==> src/dbp_pkg.sv <==
package dbp_pkg;

  // ****************************************
  // Register byte addresses
  // ****************************************
  localparam int          REG_AW      = 8;
  localparam logic [7:0]  R_B_MODE    = 8'h00;
  localparam logic [7:0]  R_B_DIR     = 8'h04;
  localparam logic [7:0]  R_B_OUT     = 8'h08;
  localparam logic [7:0]  R_B_OD      = 8'h0C;
  localparam logic [7:0]  R_B_SLEW    = 8'h10;
  localparam logic [7:0]  R_C_MODE    = 8'h14;
  localparam logic [7:0]  R_C_DIR     = 8'h18;
  localparam logic [7:0]  R_C_OUT     = 8'h1C;
  localparam logic [7:0]  R_C_OD      = 8'h20;
  localparam logic [7:0]  R_C_FUNC    = 8'h24;
  localparam logic [7:0]  R_PIN_IN    = 8'h28;
  localparam logic [7:0]  R_IRQ_STAT  = 8'h2C;
  localparam logic [7:0]  R_IRQ_MASK  = 8'h30;
  localparam logic [7:0]  R_HOST_BASE = 8'h34;

  // ****************************************
  // Field codes and layouts
  // ****************************************
  localparam logic [1:0]  MODE_IO      = 2'h0;
  localparam logic [1:0]  MODE_PLD_OUT = 2'h1;
  localparam logic [1:0]  MODE_PLD_IN  = 2'h2;
  localparam logic [7:0]  B_OD_MASK    = 8'hF8;
  localparam int          F_JTAG       = 0;
  localparam int          F_ENH        = 1;
  localparam int          F_RDYBSY     = 2;
  localparam int          EV_FLASH     = 0;
  localparam int          EV_HWR       = 1;
  localparam int          EV_HRD       = 2;
  localparam int          EV_W         = 3;
  localparam int          BASE_W       = 12;
  localparam int          HADDR_W      = 16;
  localparam int          HOFF_W       = 4;
  localparam logic [3:0]  HO_B_OUT     = 4'h0;
  localparam logic [3:0]  HO_C_OUT     = 4'h1;
  localparam logic [3:0]  HO_B_PIN     = 4'h2;
  localparam logic [3:0]  HO_C_PIN     = 4'h3;
  localparam int          SYNC_W       = 43;
  localparam logic [1:0]  RESP_OKAY    = 2'h0;
  localparam logic [1:0]  RESP_SLVERR  = 2'h2;

  typedef struct packed {
    logic [15:0] mode;
    logic [7:0]  dir;
    logic [7:0]  dout;
    logic [7:0]  od;
  } dbp_port_s;

  localparam dbp_port_s PORT_RST = '0;

  typedef enum logic [2:0] {
    H_IDLE = 3'h1,
    H_RD   = 3'h2,
    H_WR   = 3'h4
  } dbp_host_e;

endpackage : dbp_pkg

==> src/dbp_sync.sv <==
`timescale 1ns/1ps
module dbp_sync #(
  parameter int WIDTH = 1
) (
  input  wire logic             aclk,    // Clock
  input  wire logic             aresetn, // Synchronous reset
  input  wire logic             clk_en,  // Clock enable
  input  wire logic [WIDTH-1:0] d,       // Asynchronous inputs
  output logic      [WIDTH-1:0] q        // Synchronised inputs
);

  logic [WIDTH-1:0] meta;

  // The first stage feeds only the second stage.
  always_ff @(posedge aclk) begin
    if (!aresetn) begin
      meta <= '0;
      q    <= '0;
    end else if (clk_en) begin
      meta <= d;
      q    <= meta;
    end
  end

endmodule : dbp_sync

==> src/dbp_pins.sv <==
`timescale 1ns/1ps
module dbp_pins
  import dbp_pkg::*;
(
  input  wire logic              aclk,                   // 200 MHz clock
  input  wire logic              aresetn,                // Sync reset
  input  wire logic              clk_en,                 // Clock enable
  input  wire logic [REG_AW-1:0] s_axi_awaddr,           // AXI write addr
  input  wire logic              s_axi_awvalid,          // AXI
  output logic                   s_axi_awready,          // AXI
  input  wire logic [31:0]       s_axi_wdata,            // AXI
  input  wire logic [3:0]        s_axi_wstrb,            // AXI
  input  wire logic              s_axi_wvalid,           // AXI
  output logic                   s_axi_wready,           // AXI
  output logic [1:0]             s_axi_bresp,            // AXI
  output logic                   s_axi_bvalid,           // AXI
  input  wire logic              s_axi_bready,           // AXI
  input  wire logic [REG_AW-1:0] s_axi_araddr,           // AXI read addr
  input  wire logic              s_axi_arvalid,          // AXI
  output logic                   s_axi_arready,          // AXI
  output logic [31:0]            s_axi_rdata,            // AXI
  output logic [1:0]             s_axi_rresp,            // AXI
  output logic                   s_axi_rvalid,           // AXI
  input  wire logic              s_axi_rready,           // AXI
  input  wire logic              write_strobe_in_n,      // Host write
  input  wire logic              read_strobe_in_n,       // Host read
  input  wire logic              byte_space_select_in_n, // Host select
  input  wire logic [HADDR_W-1:0] host_address_in,       // Host address
  input  wire logic [7:0]        host_data_bus_in,       // Data pin in
  output logic      [7:0]        host_data_bus_out,      // Data pin out
  output logic      [7:0]        host_data_bus_oe_n,     // Data pin enable
  input  wire logic [7:0]        port_b_pins_in,         // Port B in
  output logic      [7:0]        port_b_pins_out,        // Port B out
  output logic      [7:0]        port_b_pins_oe_n,       // Port B enable
  output logic      [3:0]        port_b_slew_fast,       // Fast slew
  input  wire logic [7:0]        port_c_pins_in,         // Port C in
  output logic      [7:0]        port_c_pins_out,        // Port C out
  output logic      [7:0]        port_c_pins_oe_n,       // Port C enable
  input  wire logic [7:0]        output_cell_group_one,  // PLD to port B
  input  wire logic [7:0]        output_cell_group_two,  // PLD to port C
  output logic      [7:0]        pld_in_b,               // Port B to PLD
  output logic      [7:0]        pld_in_c,               // Port C to PLD
  output logic                   jtag_tms,               // To JTAG core
  output logic                   jtag_tck,               // To JTAG core
  output logic                   jtag_tdi,               // To JTAG core
  input  wire logic              jtag_tdo,               // From JTAG core
  input  wire logic              prog_status_out,        // Prog status
  input  wire logic              prog_error_out,         // Prog error
  input  wire logic              flash_ready,            // Flash idle
  output logic                   irq                     // Interrupt
);

  // ****************************************
  // Input synchronisers
  // ****************************************
  logic [SYNC_W-1:0]  sync_q;
  logic               wr_s;
  logic               rd_s;
  logic               bms_s;
  logic [HADDR_W-1:0] addr_s;
  logic [7:0]         hdat_s;
  logic [7:0]         pb_s;
  logic [7:0]         pc_s;

  dbp_sync #(.WIDTH(SYNC_W)) u_sync (
    .aclk    (aclk),
    .aresetn (aresetn),
    .clk_en  (clk_en),
    .d       ({write_strobe_in_n, read_strobe_in_n, byte_space_select_in_n,
               host_address_in, host_data_bus_in, port_b_pins_in, port_c_pins_in}),
    .q       (sync_q)
  );

  assign {wr_s, rd_s, bms_s, addr_s, hdat_s, pb_s, pc_s} = sync_q;

  // ****************************************
  // Registers and functions
  // ****************************************
  dbp_port_s         pb;
  dbp_port_s         pc;
  logic [3:0]        b_slew;
  logic [2:0]        c_func;
  logic [BASE_W-1:0] host_base;
  logic [EV_W-1:0]   irq_stat;
  logic [EV_W-1:0]   irq_mask;
  logic              aw_take;
  logic              ar_take;
  logic [31:0]       rd_word;

  function automatic logic [31:0] wmerge(input logic [31:0] old, input logic [31:0] nw,
                                         input logic [3:0] strb);
    logic [31:0] r;
    r = old;
    for (int i = 0; i < 4; i++) begin
      if (strb[i]) begin
        r[i*8 +: 8] = nw[i*8 +: 8];
      end
    end
    return r;
  endfunction : wmerge

  function automatic logic reg_known(input logic [REG_AW-1:0] a);
    logic k;
    k = 1'b0;
    if (a == R_B_MODE || a == R_B_DIR || a == R_B_OUT || a == R_B_OD) begin
      k = 1'b1;
    end else if (a == R_B_SLEW || a == R_C_MODE || a == R_C_DIR || a == R_C_OUT) begin
      k = 1'b1;
    end else if (a == R_C_OD || a == R_C_FUNC || a == R_PIN_IN) begin
      k = 1'b1;
    end else if (a == R_IRQ_STAT || a == R_IRQ_MASK || a == R_HOST_BASE) begin
      k = 1'b1;
    end
    return k;
  endfunction : reg_known

  // Returns {oe_n, out} for one pin. An open drain pin only pulls low.
  function automatic logic [1:0] pin_drive(input logic [1:0] mode, input logic dir,
                                           input logic dout, input logic pld, input logic od);
    logic drive;
    logic val;
    drive = (mode == MODE_IO && dir) || mode == MODE_PLD_OUT;
    val   = (mode == MODE_PLD_OUT) ? pld : dout;
    return {!(drive && !(od && val)), val};
  endfunction : pin_drive

  // ****************************************
  // Host bus access
  // ****************************************
  dbp_host_e         hs;
  dbp_host_e         next_hs;
  logic              hsel;
  logic [HOFF_W-1:0] hoff;
  logic [7:0]        hwr_data;
  logic [7:0]        h_rdata;
  logic              h_commit;

  assign hsel     = !bms_s && addr_s[HADDR_W-1:HOFF_W] == host_base;
  assign h_commit = (hs == H_WR) && wr_s;

  always_comb begin
    next_hs = hs;
    case (hs)
      H_IDLE: begin
        if (hsel && !rd_s) begin
          next_hs = H_RD;
        end else if (hsel && !wr_s) begin
          next_hs = H_WR;
        end
      end
      H_RD: begin
        if (rd_s || bms_s) begin
          next_hs = H_IDLE;
        end
      end
      H_WR: begin
        if (wr_s) begin
          next_hs = H_IDLE;
        end
      end
      default: next_hs = H_IDLE;
    endcase
  end

  always_ff @(posedge aclk) begin
    if (!aresetn) begin
      hs       <= H_IDLE;
      hoff     <= '0;
      hwr_data <= '0;
      h_rdata  <= '0;
    end else if (clk_en) begin
      hs <= next_hs;
      if (hs == H_IDLE) begin
        hoff <= addr_s[HOFF_W-1:0];
      end
      if (next_hs == H_WR && !wr_s) begin
        hwr_data <= hdat_s;
      end
      if (hs == H_IDLE && next_hs == H_RD) begin
        if (addr_s[HOFF_W-1:0] == HO_B_OUT) begin
          h_rdata <= pb.dout;
        end else if (addr_s[HOFF_W-1:0] == HO_C_OUT) begin
          h_rdata <= pc.dout;
        end else if (addr_s[HOFF_W-1:0] == HO_B_PIN) begin
          h_rdata <= pb_s;
        end else if (addr_s[HOFF_W-1:0] == HO_C_PIN) begin
          h_rdata <= pc_s;
        end else begin
          h_rdata <= '0;
        end
      end
    end
  end

  assign host_data_bus_out  = h_rdata;
  assign host_data_bus_oe_n = {8{hs != H_RD}};

  // ****************************************
  // AXI4-Lite slave
  // ****************************************
  assign aw_take       = clk_en && s_axi_awvalid && s_axi_wvalid && !s_axi_bvalid;
  assign ar_take       = clk_en && s_axi_arvalid && !s_axi_rvalid;
  assign s_axi_awready = aw_take;
  assign s_axi_wready  = aw_take;
  assign s_axi_arready = ar_take;

  always_ff @(posedge aclk) begin
    if (!aresetn) begin
      s_axi_bvalid <= 1'b0;
      s_axi_bresp  <= RESP_OKAY;
    end else if (clk_en) begin
      if (aw_take) begin
        s_axi_bvalid <= 1'b1;
        s_axi_bresp  <= reg_known(s_axi_awaddr) ? RESP_OKAY : RESP_SLVERR;
      end else if (s_axi_bready) begin
        s_axi_bvalid <= 1'b0;
      end
    end
  end

  always_comb begin
    rd_word = '0;
    if (s_axi_araddr == R_B_MODE) begin
      rd_word[15:0] = pb.mode;
    end else if (s_axi_araddr == R_B_DIR) begin
      rd_word[7:0] = pb.dir;
    end else if (s_axi_araddr == R_B_OUT) begin
      rd_word[7:0] = pb.dout;
    end else if (s_axi_araddr == R_B_OD) begin
      rd_word[7:0] = pb.od;
    end else if (s_axi_araddr == R_B_SLEW) begin
      rd_word[3:0] = b_slew;
    end else if (s_axi_araddr == R_C_MODE) begin
      rd_word[15:0] = pc.mode;
    end else if (s_axi_araddr == R_C_DIR) begin
      rd_word[7:0] = pc.dir;
    end else if (s_axi_araddr == R_C_OUT) begin
      rd_word[7:0] = pc.dout;
    end else if (s_axi_araddr == R_C_OD) begin
      rd_word[7:0] = pc.od;
    end else if (s_axi_araddr == R_C_FUNC) begin
      rd_word[2:0] = c_func;
    end else if (s_axi_araddr == R_PIN_IN) begin
      rd_word[15:0] = {pc_s, pb_s};
    end else if (s_axi_araddr == R_IRQ_STAT) begin
      rd_word[EV_W-1:0] = irq_stat;
    end else if (s_axi_araddr == R_IRQ_MASK) begin
      rd_word[EV_W-1:0] = irq_mask;
    end else if (s_axi_araddr == R_HOST_BASE) begin
      rd_word[BASE_W-1:0] = host_base;
    end
  end

  always_ff @(posedge aclk) begin
    if (!aresetn) begin
      s_axi_rvalid <= 1'b0;
      s_axi_rdata  <= '0;
      s_axi_rresp  <= RESP_OKAY;
    end else if (clk_en) begin
      if (ar_take) begin
        s_axi_rvalid <= 1'b1;
        s_axi_rdata  <= rd_word;
        s_axi_rresp  <= reg_known(s_axi_araddr) ? RESP_OKAY : RESP_SLVERR;
      end else if (s_axi_rready) begin
        s_axi_rvalid <= 1'b0;
      end
    end
  end

  // ****************************************
  // Configuration registers
  // ****************************************
  // Host bus writes land after AXI writes, so the host wins a same-cycle clash.
  always_ff @(posedge aclk) begin
    if (!aresetn) begin
      pb        <= PORT_RST;
      pc        <= PORT_RST;
      b_slew    <= '0;
      c_func    <= '0;
      host_base <= '0;
      irq_mask  <= '0;
    end else if (clk_en) begin
      if (aw_take) begin
        if (s_axi_awaddr == R_B_MODE) begin
          pb.mode <= 16'(wmerge(32'(pb.mode), s_axi_wdata, s_axi_wstrb));
        end else if (s_axi_awaddr == R_B_DIR) begin
          pb.dir <= 8'(wmerge(32'(pb.dir), s_axi_wdata, s_axi_wstrb));
        end else if (s_axi_awaddr == R_B_OUT) begin
          pb.dout <= 8'(wmerge(32'(pb.dout), s_axi_wdata, s_axi_wstrb));
        end else if (s_axi_awaddr == R_B_OD) begin
          pb.od <= 8'(wmerge(32'(pb.od), s_axi_wdata, s_axi_wstrb)) & B_OD_MASK;
        end else if (s_axi_awaddr == R_B_SLEW) begin
          b_slew <= 4'(wmerge(32'(b_slew), s_axi_wdata, s_axi_wstrb));
        end else if (s_axi_awaddr == R_C_MODE) begin
          pc.mode <= 16'(wmerge(32'(pc.mode), s_axi_wdata, s_axi_wstrb));
        end else if (s_axi_awaddr == R_C_DIR) begin
          pc.dir <= 8'(wmerge(32'(pc.dir), s_axi_wdata, s_axi_wstrb));
        end else if (s_axi_awaddr == R_C_OUT) begin
          pc.dout <= 8'(wmerge(32'(pc.dout), s_axi_wdata, s_axi_wstrb));
        end else if (s_axi_awaddr == R_C_OD) begin
          pc.od <= 8'(wmerge(32'(pc.od), s_axi_wdata, s_axi_wstrb));
        end else if (s_axi_awaddr == R_C_FUNC) begin
          c_func <= 3'(wmerge(32'(c_func), s_axi_wdata, s_axi_wstrb));
        end else if (s_axi_awaddr == R_IRQ_MASK) begin
          irq_mask <= EV_W'(wmerge(32'(irq_mask), s_axi_wdata, s_axi_wstrb));
        end else if (s_axi_awaddr == R_HOST_BASE) begin
          host_base <= BASE_W'(wmerge(32'(host_base), s_axi_wdata, s_axi_wstrb));
        end
      end
      if (h_commit && hoff == HO_B_OUT) begin
        pb.dout <= hwr_data;
      end else if (h_commit && hoff == HO_C_OUT) begin
        pc.dout <= hwr_data;
      end
    end
  end

  // ****************************************
  // Interrupts
  // ****************************************
  logic            rdy_q;
  logic [EV_W-1:0] ev_set;
  logic [EV_W-1:0] ev_clr;

  assign ev_set = {hs == H_IDLE && next_hs == H_RD, h_commit, flash_ready && !rdy_q};
  assign ev_clr = (aw_take && s_axi_awaddr == R_IRQ_STAT && s_axi_wstrb[0])
                  ? s_axi_wdata[EV_W-1:0] : '0;

  // A set in the same cycle as its clear is kept.
  always_ff @(posedge aclk) begin
    if (!aresetn) begin
      irq_stat <= '0;
      rdy_q    <= 1'b1;
    end else if (clk_en) begin
      irq_stat <= (irq_stat & ~ev_clr) | ev_set;
      rdy_q    <= flash_ready;
    end
  end

  assign irq = |(irq_stat & irq_mask);

  // ****************************************
  // Pin multiplexing
  // ****************************************
  logic [7:0] next_b_out;
  logic [7:0] next_b_oe_n;
  logic [7:0] next_c_out;
  logic [7:0] next_c_oe_n;
  logic       jtag_en;
  logic       enh_en;

  assign jtag_en = c_func[F_JTAG];
  assign enh_en  = jtag_en && c_func[F_ENH];

  always_comb begin
    for (int i = 0; i < 8; i++) begin
      {next_b_oe_n[i], next_b_out[i]} = pin_drive(pb.mode[2*i +: 2], pb.dir[i], pb.dout[i],
                                                  output_cell_group_one[i], pb.od[i]);
      {next_c_oe_n[i], next_c_out[i]} = pin_drive(pc.mode[2*i +: 2], pc.dir[i], pc.dout[i],
                                                  output_cell_group_two[i], pc.od[i]);
    end
    // The test role takes the drive of its pins over from whatever general use they had.
    if (jtag_en) begin
      next_c_oe_n[0] = 1'b1;
      next_c_oe_n[1] = 1'b1;
      next_c_oe_n[5] = 1'b1;
      next_c_out[6]  = jtag_tdo;
      next_c_oe_n[6] = 1'b0;
    end
    if (enh_en) begin
      next_c_out[3]  = prog_status_out;
      next_c_oe_n[3] = 1'b0;
      next_c_out[4]  = prog_error_out;
      next_c_oe_n[4] = 1'b0;
    end else if (c_func[F_RDYBSY]) begin
      next_c_out[3]  = flash_ready;
      next_c_oe_n[3] = 1'b0;
    end
  end

  always_ff @(posedge aclk) begin
    if (!aresetn) begin
      port_b_pins_out  <= '0;
      port_b_pins_oe_n <= '1;
      port_c_pins_out  <= '0;
      port_c_pins_oe_n <= '1;
    end else if (clk_en) begin
      port_b_pins_out  <= next_b_out;
      port_b_pins_oe_n <= next_b_oe_n;
      port_c_pins_out  <= next_c_out;
      port_c_pins_oe_n <= next_c_oe_n;
    end
  end

  assign port_b_slew_fast = b_slew;

  // PLD inputs only see pins that are set as inputs; pins 2 and 7 suit address bits.
  always_comb begin
    for (int i = 0; i < 8; i++) begin
      pld_in_b[i] = (pb.mode[2*i +: 2] == MODE_PLD_IN) && pb_s[i];
      pld_in_c[i] = (pc.mode[2*i +: 2] == MODE_PLD_IN) && pc_s[i];
    end
  end

  assign jtag_tms = jtag_en && pc_s[0];
  assign jtag_tck = jtag_en && pc_s[1];
  assign jtag_tdi = jtag_en && pc_s[5];
endmodule : dbp_pins

==> config.mk <==
export PLATFORM = sky130hd
export DESIGN_NAME = dbp_pins
export DESIGN_NICKNAME = d
export VERILOG_FILES = /design/src/dbp_pkg.sv /design/src/dbp_sync.sv /design/src/dbp_pins.sv
export SDC_FILE = /design/constraint.sdc
export NUM_CORES = 1
export LEC_CHECK = 0
export BUFFER_PORTS_ARGS = -buffer_cell sky130_fd_sc_hd__buf_4
export CAP_MARGIN = 20
export CORE_UTILIZATION = 45
export DETAILED_ROUTE_END_ITERATION = 6
export PLACE_DENSITY_LB_ADDON = 0.1
export SLEW_MARGIN = 20
export SYNTH_ARGS = -nofsm -noshare
export SYNTH_HDL_FRONTEND = slang
export SYNTH_SLANG_ARGS = --single-unit
==> constraint.sdc <==
create_clock -name aclk -period 2.71 [get_ports aclk]
set_clock_uncertainty 0.1 [all_clocks]
set_input_delay 0.4065 -clock aclk [delete_from_list [all_inputs] [get_ports aclk]]
set_output_delay 0.4065 -clock aclk [all_outputs]
set_load 0.01 [all_outputs]
==> metrics <==
Compound-Gate Fraction of Synth Area=between 10 and 15%; peak fanout along the critical path=16; Syn-to-layout area delta=24.47%; number of violations reported at the end of detailed-routing iteration 0=approximately 800; level count of the clock H-tree=1; Critical Path Sink Type=output pin; number of nets with antenna violations after routing=0; Final Routed Wirelength=roughly 41000 µm; routed wire length per instance=20.76 µm; number of buffers inserted by port buffering=199; share of final-layout standard cells stronger than drive strength 1=about a fifth; Starting Density=46.09%; post-route core utilization=57.36%; share of synthesized area occupied by flip-flops and latches=41.05%; sequence of cells on the critical path=nand3b_1 -> inv_1 -> buf_4; VDD IR-drop max=0.5208 mV; switching share of total power=23.92%; cell area after synthesis=12870 µm²; top_reg_cell synth=dfxtp_1; setup violation total in the final timing report=0; worst hold path class=input pin to flip-flop; wire length of the first global-routing pass=61010 µm; placer congestion estimate=0.9313; Avg Cell Area, Syn=9.508 µm²; antenna violations before repair=0; Max transition margin=approximately 46%; full die area=between 20000 and 30000 µm²; Int Pwr=6.891 mW; Final Max Tran Viols=0; antenna diode count=0; worst endpoint data arrival time=1760 ps; pwr/cell area=around 570 nW/µm²; average via count per standard cell=5.598; clock power share=45.5%; family with the most delay on the worst path=buffers and inverters; max-capacitance violation count=0; number of enable-type register cells in the synthesized netlist=0; Cells after Synth=1354; unrepaired setup endpoints after global routing=no; Clock transition at path regs=~60 ps; overall die width=~170 µm; count of pins on the block boundary=roughly 240; core box area=27930 µm²; Fmax=441.7 MHz; status=complete, no violations; detailed placer's ending HPWL=just under 30000 µm; global-route usage over all layers=27.43%; portion of netlist area occupied by mux cells=between 10% and 20%; Sinks on Clock Net=approximately 260; share of the clock period used by the worst path after layout=83.55%; biggest cell delay along the critical path=460 ps; pin count of the biggest net entering global routing=77; first-pass iteration count of the detailed router=6; Num CTS Buffers=30; async set-reset flop share out of synthesis=0%; number of fillers in the final layout=2553; share of the synthesized netlist area taken by xor and xnor gates=less than 1%; adder-cell share of the synthesized area=0%; total of flip-flops plus latches after synthesis=264; transition time at the pin with the least slew margin=815.5 ps; Fin Hold WS=12.32 ps; Crit Path Category=flip-flop to output pin; Final Hold Fails=0; leakage power=6.872 nW; number of buffer and inverter stages on the critical path=2; WP data required=2200 ps; Net Switching=2.167 mW; Setup TNS=0 ps; Combinational Power Share=9.6%; simple-gate area share of the yosys netlist=22.01%; Final Power=between 9 and 10 mW; count of cells resized by post-cts repair=0; cell type of the slowest stage on the worst timing path=inv_1; Critical Path Source Type=flip-flop; CTS Root Buffer Type=clkbuf_16; largest family of logic cells by synthesized area=simple AND/OR/NAND/NOR gates; vias in the first global route=10300; clock tree from TritonCTS=built; number of remaining DRC errors=0; Syn. warnings=0; final layout net count=1677; relative contribution of sequential cells to total power=44.9%; Tmin final=2264 ps; overflow left after global routing=0; die span in y=171.1 µm; number of vias in the routed layout=10950; number of different library cells in the post-synthesis netlist=74; clock network latency to the later pin of the worst-skew pair=560 ps; Cell Rows=between 60 and 70; clock buffer depth=3; Post-CTS Repair Setup Buffers=0; worst reg2reg setup slack=about 480 ps
-- area by class of cell --
class | count | area (µm²) | area share [%]
multi-input cells | 976 | 7029 | 43.87
repair buffers | 272 | 2185 | 13.63
flip-flops and latches | 264 | 5285 | 32.98
clock buffers | 48 | 918.4 | 5.731
inverters | 10 | 37.54 | 0.2342
well taps | 378 | 473.0 | 2.952
clock inverters | 7 | 96.34 | 0.6012
-- cell usage after synthesis (9+ instances only) --
master    instances  area share, %
o21ai_0          42            1.6
inv_1            10           0.29
dfxtp_1         264             41
nor4_1           10           0.49
a22oi_1          13           0.76
nor3_1           10           0.39
nand3_1          18           0.70
clkbuf_1         72            2.1
mux4_2            9            1.6
nor2_1           74            2.2
mux2i_1         208             16
a21oi_1          34            1.3
buf_4            26            1.5
nand2b_1         11           0.53
xnor2_1          12           0.82
o21a_1           11           0.64
nand4_1          22            1.1
nor2b_1         206             10
buf_2            19           0.74
nand2_1          88            2.6
o211a_1          22            1.7
o311ai_0         11           0.75
-- sequential cells by signal, indices dropped and copies added (netlist names), 8 cells and up --
signal,cells
u_sync.meta,43
u_sync.q,43
pc,40
pb,37
s_axi_rdata,16
host_base,12
host_data_bus_out,8
hwr_data,8
port_b_pins_oe_n,8
port_b_pins_out,8
port_c_pins_oe_n,8
port_c_pins_out,8
-- cell usage in the layout (no fill, tap or decap), drive strengths merged, types with 13 or more instances in the layout --
| cell | netlist | final |
|---|---|---|
| a21oi | 34 | 34 |
| clkbuf | 72 | 48 |
| o211a | 22 | 22 |
| dlygate4sd3 | 0 | 29 |
| o21ai | 43 | 43 |
| conb | 1 | 18 |
| nand2 | 89 | 89 |
| a22oi | 13 | 13 |
| buf | 49 | 243 |
| nor2 | 75 | 75 |
| nor2b | 206 | 206 |
| dfxtp | 264 | 264 |
| nor4 | 15 | 15 |
| nand3 | 18 | 18 |
| nand4 | 22 | 22 |
| mux2i | 208 | 208 |
-- final timing paths --
path | from | end | depth (start not counted)
min | host_address_in[9] | u_sync.meta[33] | 3
max reg2reg | hs[2] | pb[8] | 5
min reg2reg | host_data_bus_out[4] | host_data_bus_out[4] | 2
max | s_axi_rvalid | s_axi_arready | 3
-- stage by stage --
step,instance area [µm²],cells,setup WS (ps)
2_1_floorplan,12940,1371,597.2
3_3_place_gp,14720,1871,325.8
3_5_place_dp,14720,1871,321.6
4_1_cts,16020,1955,442.9
5_1_grt,16020,1955,222.6
6_report,16020,1955,445.8
-- cells by family after synthesis --
family | after synthesis
other cells | 1
buf+inv | 131
mux | 223
simple gates | 497
compound gates | 226
flops | 264
xor+xnor | 12
-- metal layers --
| layer | routed length, µm | vias up | GRT usage, % |
|---|---|---|---|
| li1 | - | 5211 | - |
| met5 | 0 | - | 0 |
| met4 | 1687 | 0 | 10.91 |
| met1 | 18330 | 5257 | 36.78 |
| met3 | 2258 | 83 | 3.817 |
| met2 | 18310 | 394 | 44.34 |
-- power groups by stage --
| stage | Clock [mW] | Combinational (mW) | Sequential, mW |
|---|---|---|---|
| 2_1_floorplan | 0 | 0.503 | 4.13 |
| 3_3_place_gp | 0 | 0.820 | 4.15 |
| 3_5_place_dp | 0 | 0.830 | 4.15 |
| 4_1_cts | 4.19 | 0.865 | 4.06 |
| 5_1_grt | 4.37 | 0.937 | 4.08 |
| 6_report | 4.12 | 0.868 | 4.07 |
-- worst reg2reg max path, delay by kind of cell, from the launching register on --
kind               cells  cell delay [ps]
and+or+nand+nor        2              720
DFF                    1              440
AOI/OAI and AO/OA      3              860
-- what timing repair did --
| item | in CTS | in global routing |
|---|---|---|
| setup endpoints to repair | 0 | 0 |
| hold endpoints to repair | 29 | 0 |
| hold buffers | 29 | 0 |
Power figures use the tool's default switching activity.
